==> src/logic/dpc_defines.svh <==
// Offsets, field positions, reset values and pin bit positions of the divider and PLL control bank.
// Assumes inclusion by bare name from files under logic/.
`ifndef DPC_DEFINES_SVH
`define DPC_DEFINES_SVH

// ============================================================
// Register offsets
`define DPC_ADDR_DIV_I        16'h0090
`define DPC_ADDR_DIV_A_TO_H   16'h0091
`define DPC_ADDR_LOOP_FILTER  16'h009a
`define DPC_ADDR_LOCK_COUNT   16'h009b
`define DPC_ADDR_VCO_FIRST    16'h009c
`define DPC_ADDR_VCO_SECOND   16'h009d
`define DPC_ADDR_BYPASS_REF   16'h009e
`define DPC_ADDR_PLL_RSVD     16'h009f

// ============================================================
// Field positions (least significant bit)
`define DPC_DIV_I_LSB         0
`define DPC_PUMP_LSB          5
`define DPC_SER_LSB           3
`define DPC_CAP_LSB           1
`define DPC_POLE2_LSB         0
`define DPC_LOCK_ACC_LSB      1
`define DPC_LOCK_MAN_LSB      0
`define DPC_MAN_VCO_LSB       5
`define DPC_CODE_LSB          0
`define DPC_BYP_LSB           4
`define DPC_REF_OE_LSB        2
`define DPC_PMODE_LSB         0

// ============================================================
// Reset values
`define DPC_RST_DIV_PD        8'h00
`define DPC_RST_DIV_I         1'b0
`define DPC_RST_PUMP          3'h4
`define DPC_RST_SER           2'h1
`define DPC_RST_CAP           2'h1
`define DPC_RST_POLE2         1'b1
`define DPC_RST_LOCK_ACC      1'b1
`define DPC_RST_LOCK_MAN      1'b0
`define DPC_RST_MAN_VCO       1'b1
`define DPC_RST_CODE1         5'h0b
`define DPC_RST_CODE2         5'h00
`define DPC_RST_BYP           1'b0
`define DPC_RST_REF_OE        1'b0
`define DPC_RST_PMODE         2'h3

// ============================================================
// Pin synchroniser bit positions and pin count
`define DPC_PIN_BYPASS        0
`define DPC_PIN_CLK_SEL       1
`define DPC_PIN_COUNT         2

`endif

==> src/logic/dpc_pkg.sv <==
// Types shared by the divider and PLL control bank.
// Assumes nothing of its surroundings.
package dpc_pkg;

   // ============================================================
   // Reference pre-scaler modes
   typedef enum logic [1:0] {
      DPC_PRE_DIRECT = 2'b00,
      DPC_PRE_DIV2   = 2'b01,
      DPC_PRE_DIV4   = 2'b10,
      DPC_PRE_MUL2   = 2'b11
   } dpc_prescale_e;

   // ============================================================
   // Lock code selection
   typedef enum logic {
      DPC_LOCK_AUTO   = 1'b0,
      DPC_LOCK_MANUAL = 1'b1
   } dpc_lock_mode_e;

endpackage

==> src/logic/dpc_sync_if.sv <==
// Carrier between the control bank and its pin synchroniser.
// Assumes the raw pins arrive from outside the core clock domain.
`timescale 1ns/100ps
`include "dpc_defines.svh"

interface dpc_sync_if;
   logic [`DPC_PIN_COUNT-1:0] raw;
   logic [`DPC_PIN_COUNT-1:0] synced;

   modport src (output raw, input synced);
   modport sync (input raw, output synced);
endinterface

==> src/logic/dpc_pin_sync.sv <==
// Two-flop synchroniser for the asynchronous control pins.
// Assumes one core clock and a synchronous active-low reset.
`timescale 1ns/100ps
`include "dpc_defines.svh"

module dpc_pin_sync (
   input  wire logic core_clk_in,
   input  wire logic rst_n_in,
   dpc_sync_if.sync  pins
);

   // ============================================================
   // Per-pin double flop
   genvar g;
   generate
      for (g = 0; g < `DPC_PIN_COUNT; g++) begin : g_pin
         logic meta;
         logic stable;
         always_ff @(posedge core_clk_in) begin
            if (!rst_n_in) begin
               meta   <= 1'b0;
               stable <= 1'b0;
            end else begin
               meta   <= pins.raw[g];
               stable <= meta;
            end
         end
         assign pins.synced[g] = stable;
      end
   endgenerate

endmodule

==> src/logic/dpc_control_regs.sv <==
// Divider power-down and PLL control register bank.
// Assumes the serial port logic drives the register port on core_clk_in.
//
// Operation
// Each output divider has its own power-down bit, zero runs it and one powers it down.
// Dividers A to H sit at bits 0 to 7 of 0x91 and divider I at bit 0 of 0x90.
// Software writes zero to reserved bits and never relies on their read value.
// A three-bit charge pump code sets current in 110uA steps, resetting to 100.
// A two-bit series resistor code picks 330, 640, 1200 or 1790 ohms, resetting to 01.
// A two-bit parallel capacitor code picks 40, 80, 140 or 200 pF, resetting to 01.
// The second-pole bit picks 497 or 1580 ohms post resistor, resetting to one.
// The lock count bit picks 1 ppm at zero or 16 ppm at one, resetting to one.
// The lock override bit picks automatic at zero or manual at one, resetting automatic.
// In manual mode the VCO select bit picks the first VCO at one, resetting to one.
// Two five-bit manual lock codes serve the two VCOs, resetting to 01011 and 00000.
// The bypass bit, like the bypass pin, drives Q0 to Q3 from the reference, reset zero.
// The reference output floats at enable zero and is driven from the input mux at one.
// A two-bit pre-scaler code passes, halves, quarters or doubles the reference, reset 11.
// Each register is eight bits, reads back its fields, and acts on the storing write.
`timescale 1ns/100ps
`include "dpc_defines.svh"

module dpc_control_regs
   import dpc_pkg::*;
(
   input  wire logic          core_clk_in,
   input  wire logic          rst_n_in,
   input  wire logic [15:0]   reg_addr_in,
   input  wire logic [7:0]    reg_wdata_in,
   input  wire logic          reg_wr_in,
   input  wire logic          reg_rd_in,
   input  wire logic          bypass_pin_in,
   input  wire logic          clk_sel_pin_in,
   input  wire logic          auto_vco_first_in,
   input  wire logic [4:0]    auto_lock_code_in,
   output logic [7:0]         reg_rdata_out,
   output logic               reg_rd_valid_out,
   output logic [8:0]         divider_power_down_out,
   output logic [2:0]         charge_pump_current_out,
   output logic [1:0]         series_resistor_select_out,
   output logic [1:0]         parallel_capacitor_select_out,
   output logic               second_pole_select_out,
   output logic               lock_count_accuracy_out,
   output dpc_lock_mode_e     lock_manual_override_out,
   output logic               vco_first_select_out,
   output logic [4:0]         lock_code_out,
   output logic               synth_loop_bypass_out,
   output logic               ref_out_oe_out,
   output logic               ref_mux_clk_sel_out,
   output dpc_prescale_e      prescale_mode_out
);

   // ============================================================
   // Stored fields
   logic [7:0]    div_pd_a_h;
   logic          div_pd_i;
   logic [2:0]    pump_cur;
   logic [1:0]    ser_sel;
   logic [1:0]    cap_sel;
   logic          pole2;
   logic          lock_acc;
   dpc_lock_mode_e lock_mode;
   logic          man_vco;
   logic [4:0]    code_first;
   logic [4:0]    code_second;
   logic          byp_bit;
   logic          ref_oe;
   dpc_prescale_e pmode;

   // ============================================================
   // Next values
   logic [7:0]    next_div_pd_a_h;
   logic          next_div_pd_i;
   logic          next_lock_manual;
   logic          next_man_vco;
   logic [4:0]    next_code_first;
   logic [4:0]    next_code_second;
   logic          next_byp_bit;
   logic          next_ref_oe;

   // ============================================================
   // Write decode and read word
   logic          wr_div_i;
   logic          wr_div_a_h;
   logic          wr_loop;
   logic          wr_lock;
   logic          wr_vco1;
   logic          wr_vco2;
   logic          wr_byp;
   logic [7:0]    read_word;

   // ============================================================
   // Pin synchroniser
   dpc_sync_if    pin_bus ();

   assign pin_bus.raw[`DPC_PIN_BYPASS]  = bypass_pin_in;
   assign pin_bus.raw[`DPC_PIN_CLK_SEL] = clk_sel_pin_in;

   dpc_pin_sync u_pin_sync (
      .core_clk_in (core_clk_in),
      .rst_n_in    (rst_n_in),
      .pins        (pin_bus.sync)
   );

   // Writes to unmapped or reserved-only offsets fall through silently
   assign wr_div_i   = reg_wr_in && (reg_addr_in == `DPC_ADDR_DIV_I);
   assign wr_div_a_h = reg_wr_in && (reg_addr_in == `DPC_ADDR_DIV_A_TO_H);
   assign wr_loop    = reg_wr_in && (reg_addr_in == `DPC_ADDR_LOOP_FILTER);
   assign wr_lock    = reg_wr_in && (reg_addr_in == `DPC_ADDR_LOCK_COUNT);
   assign wr_vco1    = reg_wr_in && (reg_addr_in == `DPC_ADDR_VCO_FIRST);
   assign wr_vco2    = reg_wr_in && (reg_addr_in == `DPC_ADDR_VCO_SECOND);
   assign wr_byp     = reg_wr_in && (reg_addr_in == `DPC_ADDR_BYPASS_REF);

   // ============================================================
   // Next-value selection
   // Derived outputs see the incoming write, so a setting acts on its own edge
   always_comb begin
      next_div_pd_a_h = wr_div_a_h ? reg_wdata_in : div_pd_a_h;
      next_div_pd_i   = wr_div_i ? reg_wdata_in[`DPC_DIV_I_LSB] : div_pd_i;
   end

   always_comb begin
      next_lock_manual = wr_lock ? reg_wdata_in[`DPC_LOCK_MAN_LSB] : lock_mode;
      next_man_vco     = wr_vco1 ? reg_wdata_in[`DPC_MAN_VCO_LSB] : man_vco;
      next_code_first  = wr_vco1 ? reg_wdata_in[`DPC_CODE_LSB +: 5] : code_first;
      next_code_second = wr_vco2 ? reg_wdata_in[`DPC_CODE_LSB +: 5] : code_second;
   end

   always_comb begin
      next_byp_bit = wr_byp ? reg_wdata_in[`DPC_BYP_LSB] : byp_bit;
      next_ref_oe  = wr_byp ? reg_wdata_in[`DPC_REF_OE_LSB] : ref_oe;
   end

   // ============================================================
   // Divider power-down
   always_ff @(posedge core_clk_in) begin
      if (!rst_n_in) begin
         div_pd_a_h <= `DPC_RST_DIV_PD;
         div_pd_i   <= `DPC_RST_DIV_I;
      end else begin
         div_pd_a_h <= next_div_pd_a_h;
         div_pd_i   <= next_div_pd_i;
      end
   end

   // ============================================================
   // Loop filter and charge pump
   always_ff @(posedge core_clk_in) begin
      if (!rst_n_in) begin
         pump_cur <= `DPC_RST_PUMP;
         ser_sel  <= `DPC_RST_SER;
         cap_sel  <= `DPC_RST_CAP;
         pole2    <= `DPC_RST_POLE2;
      end else if (wr_loop) begin
         pump_cur <= reg_wdata_in[`DPC_PUMP_LSB +: 3];
         ser_sel  <= reg_wdata_in[`DPC_SER_LSB +: 2];
         cap_sel  <= reg_wdata_in[`DPC_CAP_LSB +: 2];
         pole2    <= reg_wdata_in[`DPC_POLE2_LSB];
      end
   end

   // ============================================================
   // Lock detection
   always_ff @(posedge core_clk_in) begin
      if (!rst_n_in) begin
         lock_acc  <= `DPC_RST_LOCK_ACC;
         lock_mode <= dpc_lock_mode_e'(`DPC_RST_LOCK_MAN);
      end else begin
         if (wr_lock) begin
            lock_acc <= reg_wdata_in[`DPC_LOCK_ACC_LSB];
         end
         lock_mode <= dpc_lock_mode_e'(next_lock_manual);
      end
   end

   // ============================================================
   // Manual VCO and lock codes
   always_ff @(posedge core_clk_in) begin
      if (!rst_n_in) begin
         man_vco     <= `DPC_RST_MAN_VCO;
         code_first  <= `DPC_RST_CODE1;
         code_second <= `DPC_RST_CODE2;
      end else begin
         man_vco     <= next_man_vco;
         code_first  <= next_code_first;
         code_second <= next_code_second;
      end
   end

   // ============================================================
   // Bypass, reference output and pre-scaler
   always_ff @(posedge core_clk_in) begin
      if (!rst_n_in) begin
         byp_bit <= `DPC_RST_BYP;
         ref_oe  <= `DPC_RST_REF_OE;
         pmode   <= dpc_prescale_e'(`DPC_RST_PMODE);
      end else begin
         byp_bit <= next_byp_bit;
         ref_oe  <= next_ref_oe;
         if (wr_byp) begin
            pmode <= dpc_prescale_e'(reg_wdata_in[`DPC_PMODE_LSB +: 2]);
         end
      end
   end

   // ============================================================
   // Effective lock code
   // Auto inputs come from the lock engine on this clock, so no sync
   always_ff @(posedge core_clk_in) begin
      if (!rst_n_in) begin
         vco_first_select_out <= `DPC_RST_MAN_VCO;
         lock_code_out        <= `DPC_RST_CODE1;
      end else if (next_lock_manual) begin
         vco_first_select_out <= next_man_vco;
         lock_code_out        <= next_man_vco ? next_code_first : next_code_second;
      end else begin
         vco_first_select_out <= auto_vco_first_in;
         lock_code_out        <= auto_lock_code_in;
      end
   end

   // ============================================================
   // Effective bypass
   // Pin and register are ORed, so either one alone forces bypass
   always_ff @(posedge core_clk_in) begin
      if (!rst_n_in) begin
         synth_loop_bypass_out <= `DPC_RST_BYP;
      end else begin
         synth_loop_bypass_out <= next_byp_bit | pin_bus.synced[`DPC_PIN_BYPASS];
      end
   end

   // ============================================================
   // Reference output drive
   always_ff @(posedge core_clk_in) begin
      if (!rst_n_in) begin
         ref_out_oe_out      <= `DPC_RST_REF_OE;
         ref_mux_clk_sel_out <= 1'b0;
      end else begin
         ref_out_oe_out      <= next_ref_oe;
         ref_mux_clk_sel_out <= pin_bus.synced[`DPC_PIN_CLK_SEL];
      end
   end

   // ============================================================
   // Field outputs
   assign divider_power_down_out        = {div_pd_i, div_pd_a_h};
   assign charge_pump_current_out       = pump_cur;
   assign series_resistor_select_out    = ser_sel;
   assign parallel_capacitor_select_out = cap_sel;
   assign second_pole_select_out        = pole2;
   assign lock_count_accuracy_out       = lock_acc;
   assign lock_manual_override_out      = lock_mode;
   assign prescale_mode_out             = pmode;

   // ============================================================
   // Readback
   // Reserved bits are not stored and read as zero
   always_comb begin
      read_word = 8'h00;
      case (reg_addr_in)
         `DPC_ADDR_DIV_I: begin
            read_word[`DPC_DIV_I_LSB] = div_pd_i;
         end
         `DPC_ADDR_DIV_A_TO_H: begin
            read_word = div_pd_a_h;
         end
         `DPC_ADDR_LOOP_FILTER: begin
            read_word[`DPC_PUMP_LSB +: 3] = pump_cur;
            read_word[`DPC_SER_LSB +: 2]  = ser_sel;
            read_word[`DPC_CAP_LSB +: 2]  = cap_sel;
            read_word[`DPC_POLE2_LSB]     = pole2;
         end
         `DPC_ADDR_LOCK_COUNT: begin
            read_word[`DPC_LOCK_ACC_LSB] = lock_acc;
            read_word[`DPC_LOCK_MAN_LSB] = lock_mode;
         end
         `DPC_ADDR_VCO_FIRST: begin
            read_word[`DPC_MAN_VCO_LSB]   = man_vco;
            read_word[`DPC_CODE_LSB +: 5] = code_first;
         end
         `DPC_ADDR_VCO_SECOND: begin
            read_word[`DPC_CODE_LSB +: 5] = code_second;
         end
         `DPC_ADDR_BYPASS_REF: begin
            read_word[`DPC_BYP_LSB]        = byp_bit;
            read_word[`DPC_REF_OE_LSB]     = ref_oe;
            read_word[`DPC_PMODE_LSB +: 2] = pmode;
         end
         default: begin
            read_word = 8'h00;
         end
      endcase
   end

   // ============================================================
   // Read response
   // One cycle late so the serial port sees a clean flop output
   always_ff @(posedge core_clk_in) begin
      if (!rst_n_in) begin
         reg_rdata_out    <= 8'h00;
         reg_rd_valid_out <= 1'b0;
      end else begin
         reg_rd_valid_out <= reg_rd_in;
         if (reg_rd_in) begin
            reg_rdata_out <= read_word;
         end
      end
   end

endmodule

==> config.mk <==
export PLATFORM = sky130hd
export DESIGN_NAME = dpc_control_regs
export DESIGN_NICKNAME = d
export VERILOG_FILES = /design/src/logic/dpc_pkg.sv /design/src/logic/dpc_sync_if.sv /design/src/logic/dpc_pin_sync.sv /design/src/logic/dpc_control_regs.sv
export VERILOG_INCLUDE_DIRS = /design/src /design/src/logic
export SDC_FILE = /design/constraint.sdc
export NUM_CORES = 1
export LEC_CHECK = 0
export BUFFER_PORTS_ARGS = -buffer_cell sky130_fd_sc_hd__clkbuf_2
export CAP_MARGIN = 15
export CORE_UTILIZATION = 45
export CTS_CLUSTER_DIAMETER = 60
export DETAILED_ROUTE_END_ITERATION = 12
export HOLD_SLACK_MARGIN = 0.12
export PLACE_DENSITY = 0.71
export SKIP_CTS_REPAIR_TIMING = 1
export SYNTH_ARGS = -nofsm -noshare
export SYNTH_HDL_FRONTEND = slang
export SYNTH_SLANG_ARGS = --single-unit
export TNS_END_PERCENT = 5
==> constraint.sdc <==
create_clock -name core_clk_in -period 4.17 [get_ports core_clk_in]
set_input_delay 0.2085 -clock core_clk_in [delete_from_list [all_inputs] [get_ports core_clk_in]]
set_output_delay 0.2085 -clock core_clk_in [all_outputs]
set_load 0.03 [all_outputs]
==> impl_results.md <==
- Fmax: 567 MHz
- Starting Density: 46.5%
- Clock slew at reported path FFs: 0.09 ns
- Die span in y: 77.2 um
- Worst r2r path cells: 6
- TritonCTS clock tree: built
- Pwr dens: 296 nW/um^2
- CTS max path bufs: 2
- Clock Skew: 0.00596 ns
- Avg Inst Size Synth: 9.85 sq um
- Finished Layout Cells: 400
- Sink Count: 55
- Unrepaired setup endpoints after global routing: false
- Inst Count DP: 388
- Number of synthesized register bits: 55
- Die Area: 5950 sq um
- Initial antenna violation count: 0
- WS Path Type: input port to flop
- Final TNS setup: 0 ns
- R2r endpoint: reg_rdata_out[2]
- Post-route DRC: 0
- Crit Path Max Fanout: 12
- End point of the critical path: lock_code_out[3]
- Synthesized cell area: 2540 sq um
- Routed Antenna Nets: 0
- Final GP Congestion: 0.841
- Final net count: 363
- Drt initial violations: 90
- Most common cell after layout, fill and taps aside: clkbuf_2
- CP arrival: 1.98 ns
- Register area share after synthesis: 43.3%
- Tcrit/Tclk final: 42.3%
- Inserted Clock Buffers: 5
- H-tree depth: 2
- First-pass GRT wire length: 9490 um
- Post-DP HPWL: 4100 um
- Syn Inst Count: 258
- P_leak: 1.35 nW
- Area growth syn-to-layout: 19.4%
- Critical path origin: reg_addr_in[5]
- Rel. slew slack: 33.3%
- Synth warn: 0
- Final Hold Violating Endpoints: 0
- Synthesized net count: 294
- Fillcell total: 535
- Most frequent cells in the layout: 74 x clkbuf_2, 55 x dfxtp_1, 36 x nand2_1
- DR pass1 iterations: 4
- Status: completed
- Peak VDD IR: 0.163 mV
- CP required: 4.39 ns
- Hold Path Class: input port to flop
- Final setup violation count: 0
- Crit start category: input port
- Largest net degree at the start of global routing: 60
- Reg2reg setup slack: 2.80 ns
- ANT cells: 0
- Vias in the first global route: 1970
- Distinct cells, synth: 46
- Max-Cap Viols: 0
- Slew Limit Fails: 0
- Buffers added on ports: 74
- Fin crit period: 1.76 ns
- Total wire length: 5860 um
- Die X: 77.2 um
- Total core area: 5470 sq um
- Worst skew pair latency: 0.30 ns
- Async SR Flop Fraction: 0%
- I/O pin count: 75
- Vias: 2136
- Total track usage: 20.0%
- Crit. End Element: flop
- Number of enable flip-flop cells after synthesis: 0
- Tightest Pin Transition: 1.00 ns
- Post-DR wirelength/cell: 14.6 um
- Worst reg2reg path startpoint: ref_out_oe_out
- Vias per inst: 5.34
- Std cell rows: 27
- Clock root buffer: clkbuf_8
- Post-synth top flop: dfxtp_1
- Gr ovfl total: 0
- Share of cells above drive strength 1: 32.3%
[where the power goes]
group	leakage [nW]	switching, mW	total (mW)	internal [mW]
sequential	0.447	0.00190	0.533	0.532
clock	0.0422	0.163	0.281	0.118
combinational	0.864	0.0511	0.0835	0.0325
[synthesized netlist by cell type (all sizes together), types with 4 or more instances]
| cell type | instances | share of area [%] |
|---|---|---|
| mux2 | 10 | 4.7 |
| buf | 8 | 2.2 |
| a21boi | 9 | 2.7 |
| dfxtp | 55 | 43 |
| nand3 | 15 | 3.6 |
| o211ai | 5 | 1.9 |
| inv | 4 | 0.59 |
| a31oi | 4 | 0.98 |
| clkbuf | 8 | 1.2 |
| nor2b | 17 | 4.3 |
| nand2 | 38 | 5.8 |
| mux2i | 31 | 13 |
| nor2 | 7 | 1.6 |
| o21ai | 6 | 1.5 |
| and2 | 11 | 2.7 |
[how the worst min path moves through the flow]
stage | depth (start not counted) | start | slack, ns | endpoint
detailed placement | 2 | bypass_pin_in | 0.42 | u_pin_sync.g_pin[0].meta
finish | 3 | reg_wdata_in[7] | 0.13 | charge_pump_current_out[2]
global route | 3 | auto_lock_code_in[0] | 0.13 | lock_code_out[0]
floorplan | 2 | reg_wdata_in[7] | 0.33 | charge_pump_current_out[2]
CTS | 2 | bypass_pin_in | 0.1 | u_pin_sync.g_pin[0].meta
global placement | 2 | bypass_pin_in | 0.41 | u_pin_sync.g_pin[0].meta
[layer usage]
metal,global-route usage (%),vias to the layer above,part of all wire (%)
met5,0,-,0
met4,8.49,0,2.5
met3,4.29,17,4.5
met2,33.0,64,47
met1,25.1,1015,46
li1,-,1040,-
[per-stage QoR]
step | setup slack, ns | hold slack [ns] | total power [mW] | cell area (sq um) | util, %
after floorplan | 2.47 | 0.334 | 0.594 | 2540 | -
after detailed placement | 1.55 | 0.421 | 0.627 | 2920 | 53.3
after global routing | 2.24 | 0.133 | 0.940 | 3040 | 55.5
after CTS | 1.86 | 0.0972 | 0.904 | 3000 | 54.8
after global placement | 1.63 | 0.414 | 0.626 | 2920 | 53.3
final | 2.41 | 0.130 | 0.898 | 3040 | 55.5
[flip-flops by register name (all words and copies together) (netlist names), 2 cells and up]
signal                         flops
u_pin_sync.g_pin.stable            2
prescale_mode_out                  2
series_resistor_select_out         2
lock_code_out                      5
reg_rdata_out                      8
code_second                        5
u_pin_sync.g_pin.meta              2
charge_pump_current_out            3
code_first                         5
div_pd_a_h                         8
parallel_capacitor_select_out      2
[cell families (layout without fill, tap and decap cells)]
logic type	after synthesis	count (layout)	share of synthesized area [%]
multiplexers	41	41	17.4
flip-flops	55	55	43.3
AO/OA/AOI/OAI	39	39	11.4
buffers and inverters	20	90	3.99
AND/OR/NAND/NOR	103	103	23.9
[critical path: stages]
cell	delay, ns
clkbuf_2	0.09
nor4b_2	0.27
and3_4	0.33
nand3_4	0.20
mux2i_4	0.34
mux2_1	0.38
o211ai_1	0.17
[layout make-up]
type | count | area (sq um) | area share (%)
repair buffers | 78 | 408 | 13.4
clock inverters | 1 | 5.00 | 0.165
multi-input cells | 183 | 1340 | 44.1
inverters | 4 | 15.0 | 0.495
well taps | 72 | 90.1 | 2.97
clock buffers | 7 | 76.3 | 2.51
flip-flops and latches | 55 | 1100 | 36.3
Power figures use the tool's default switching activity.
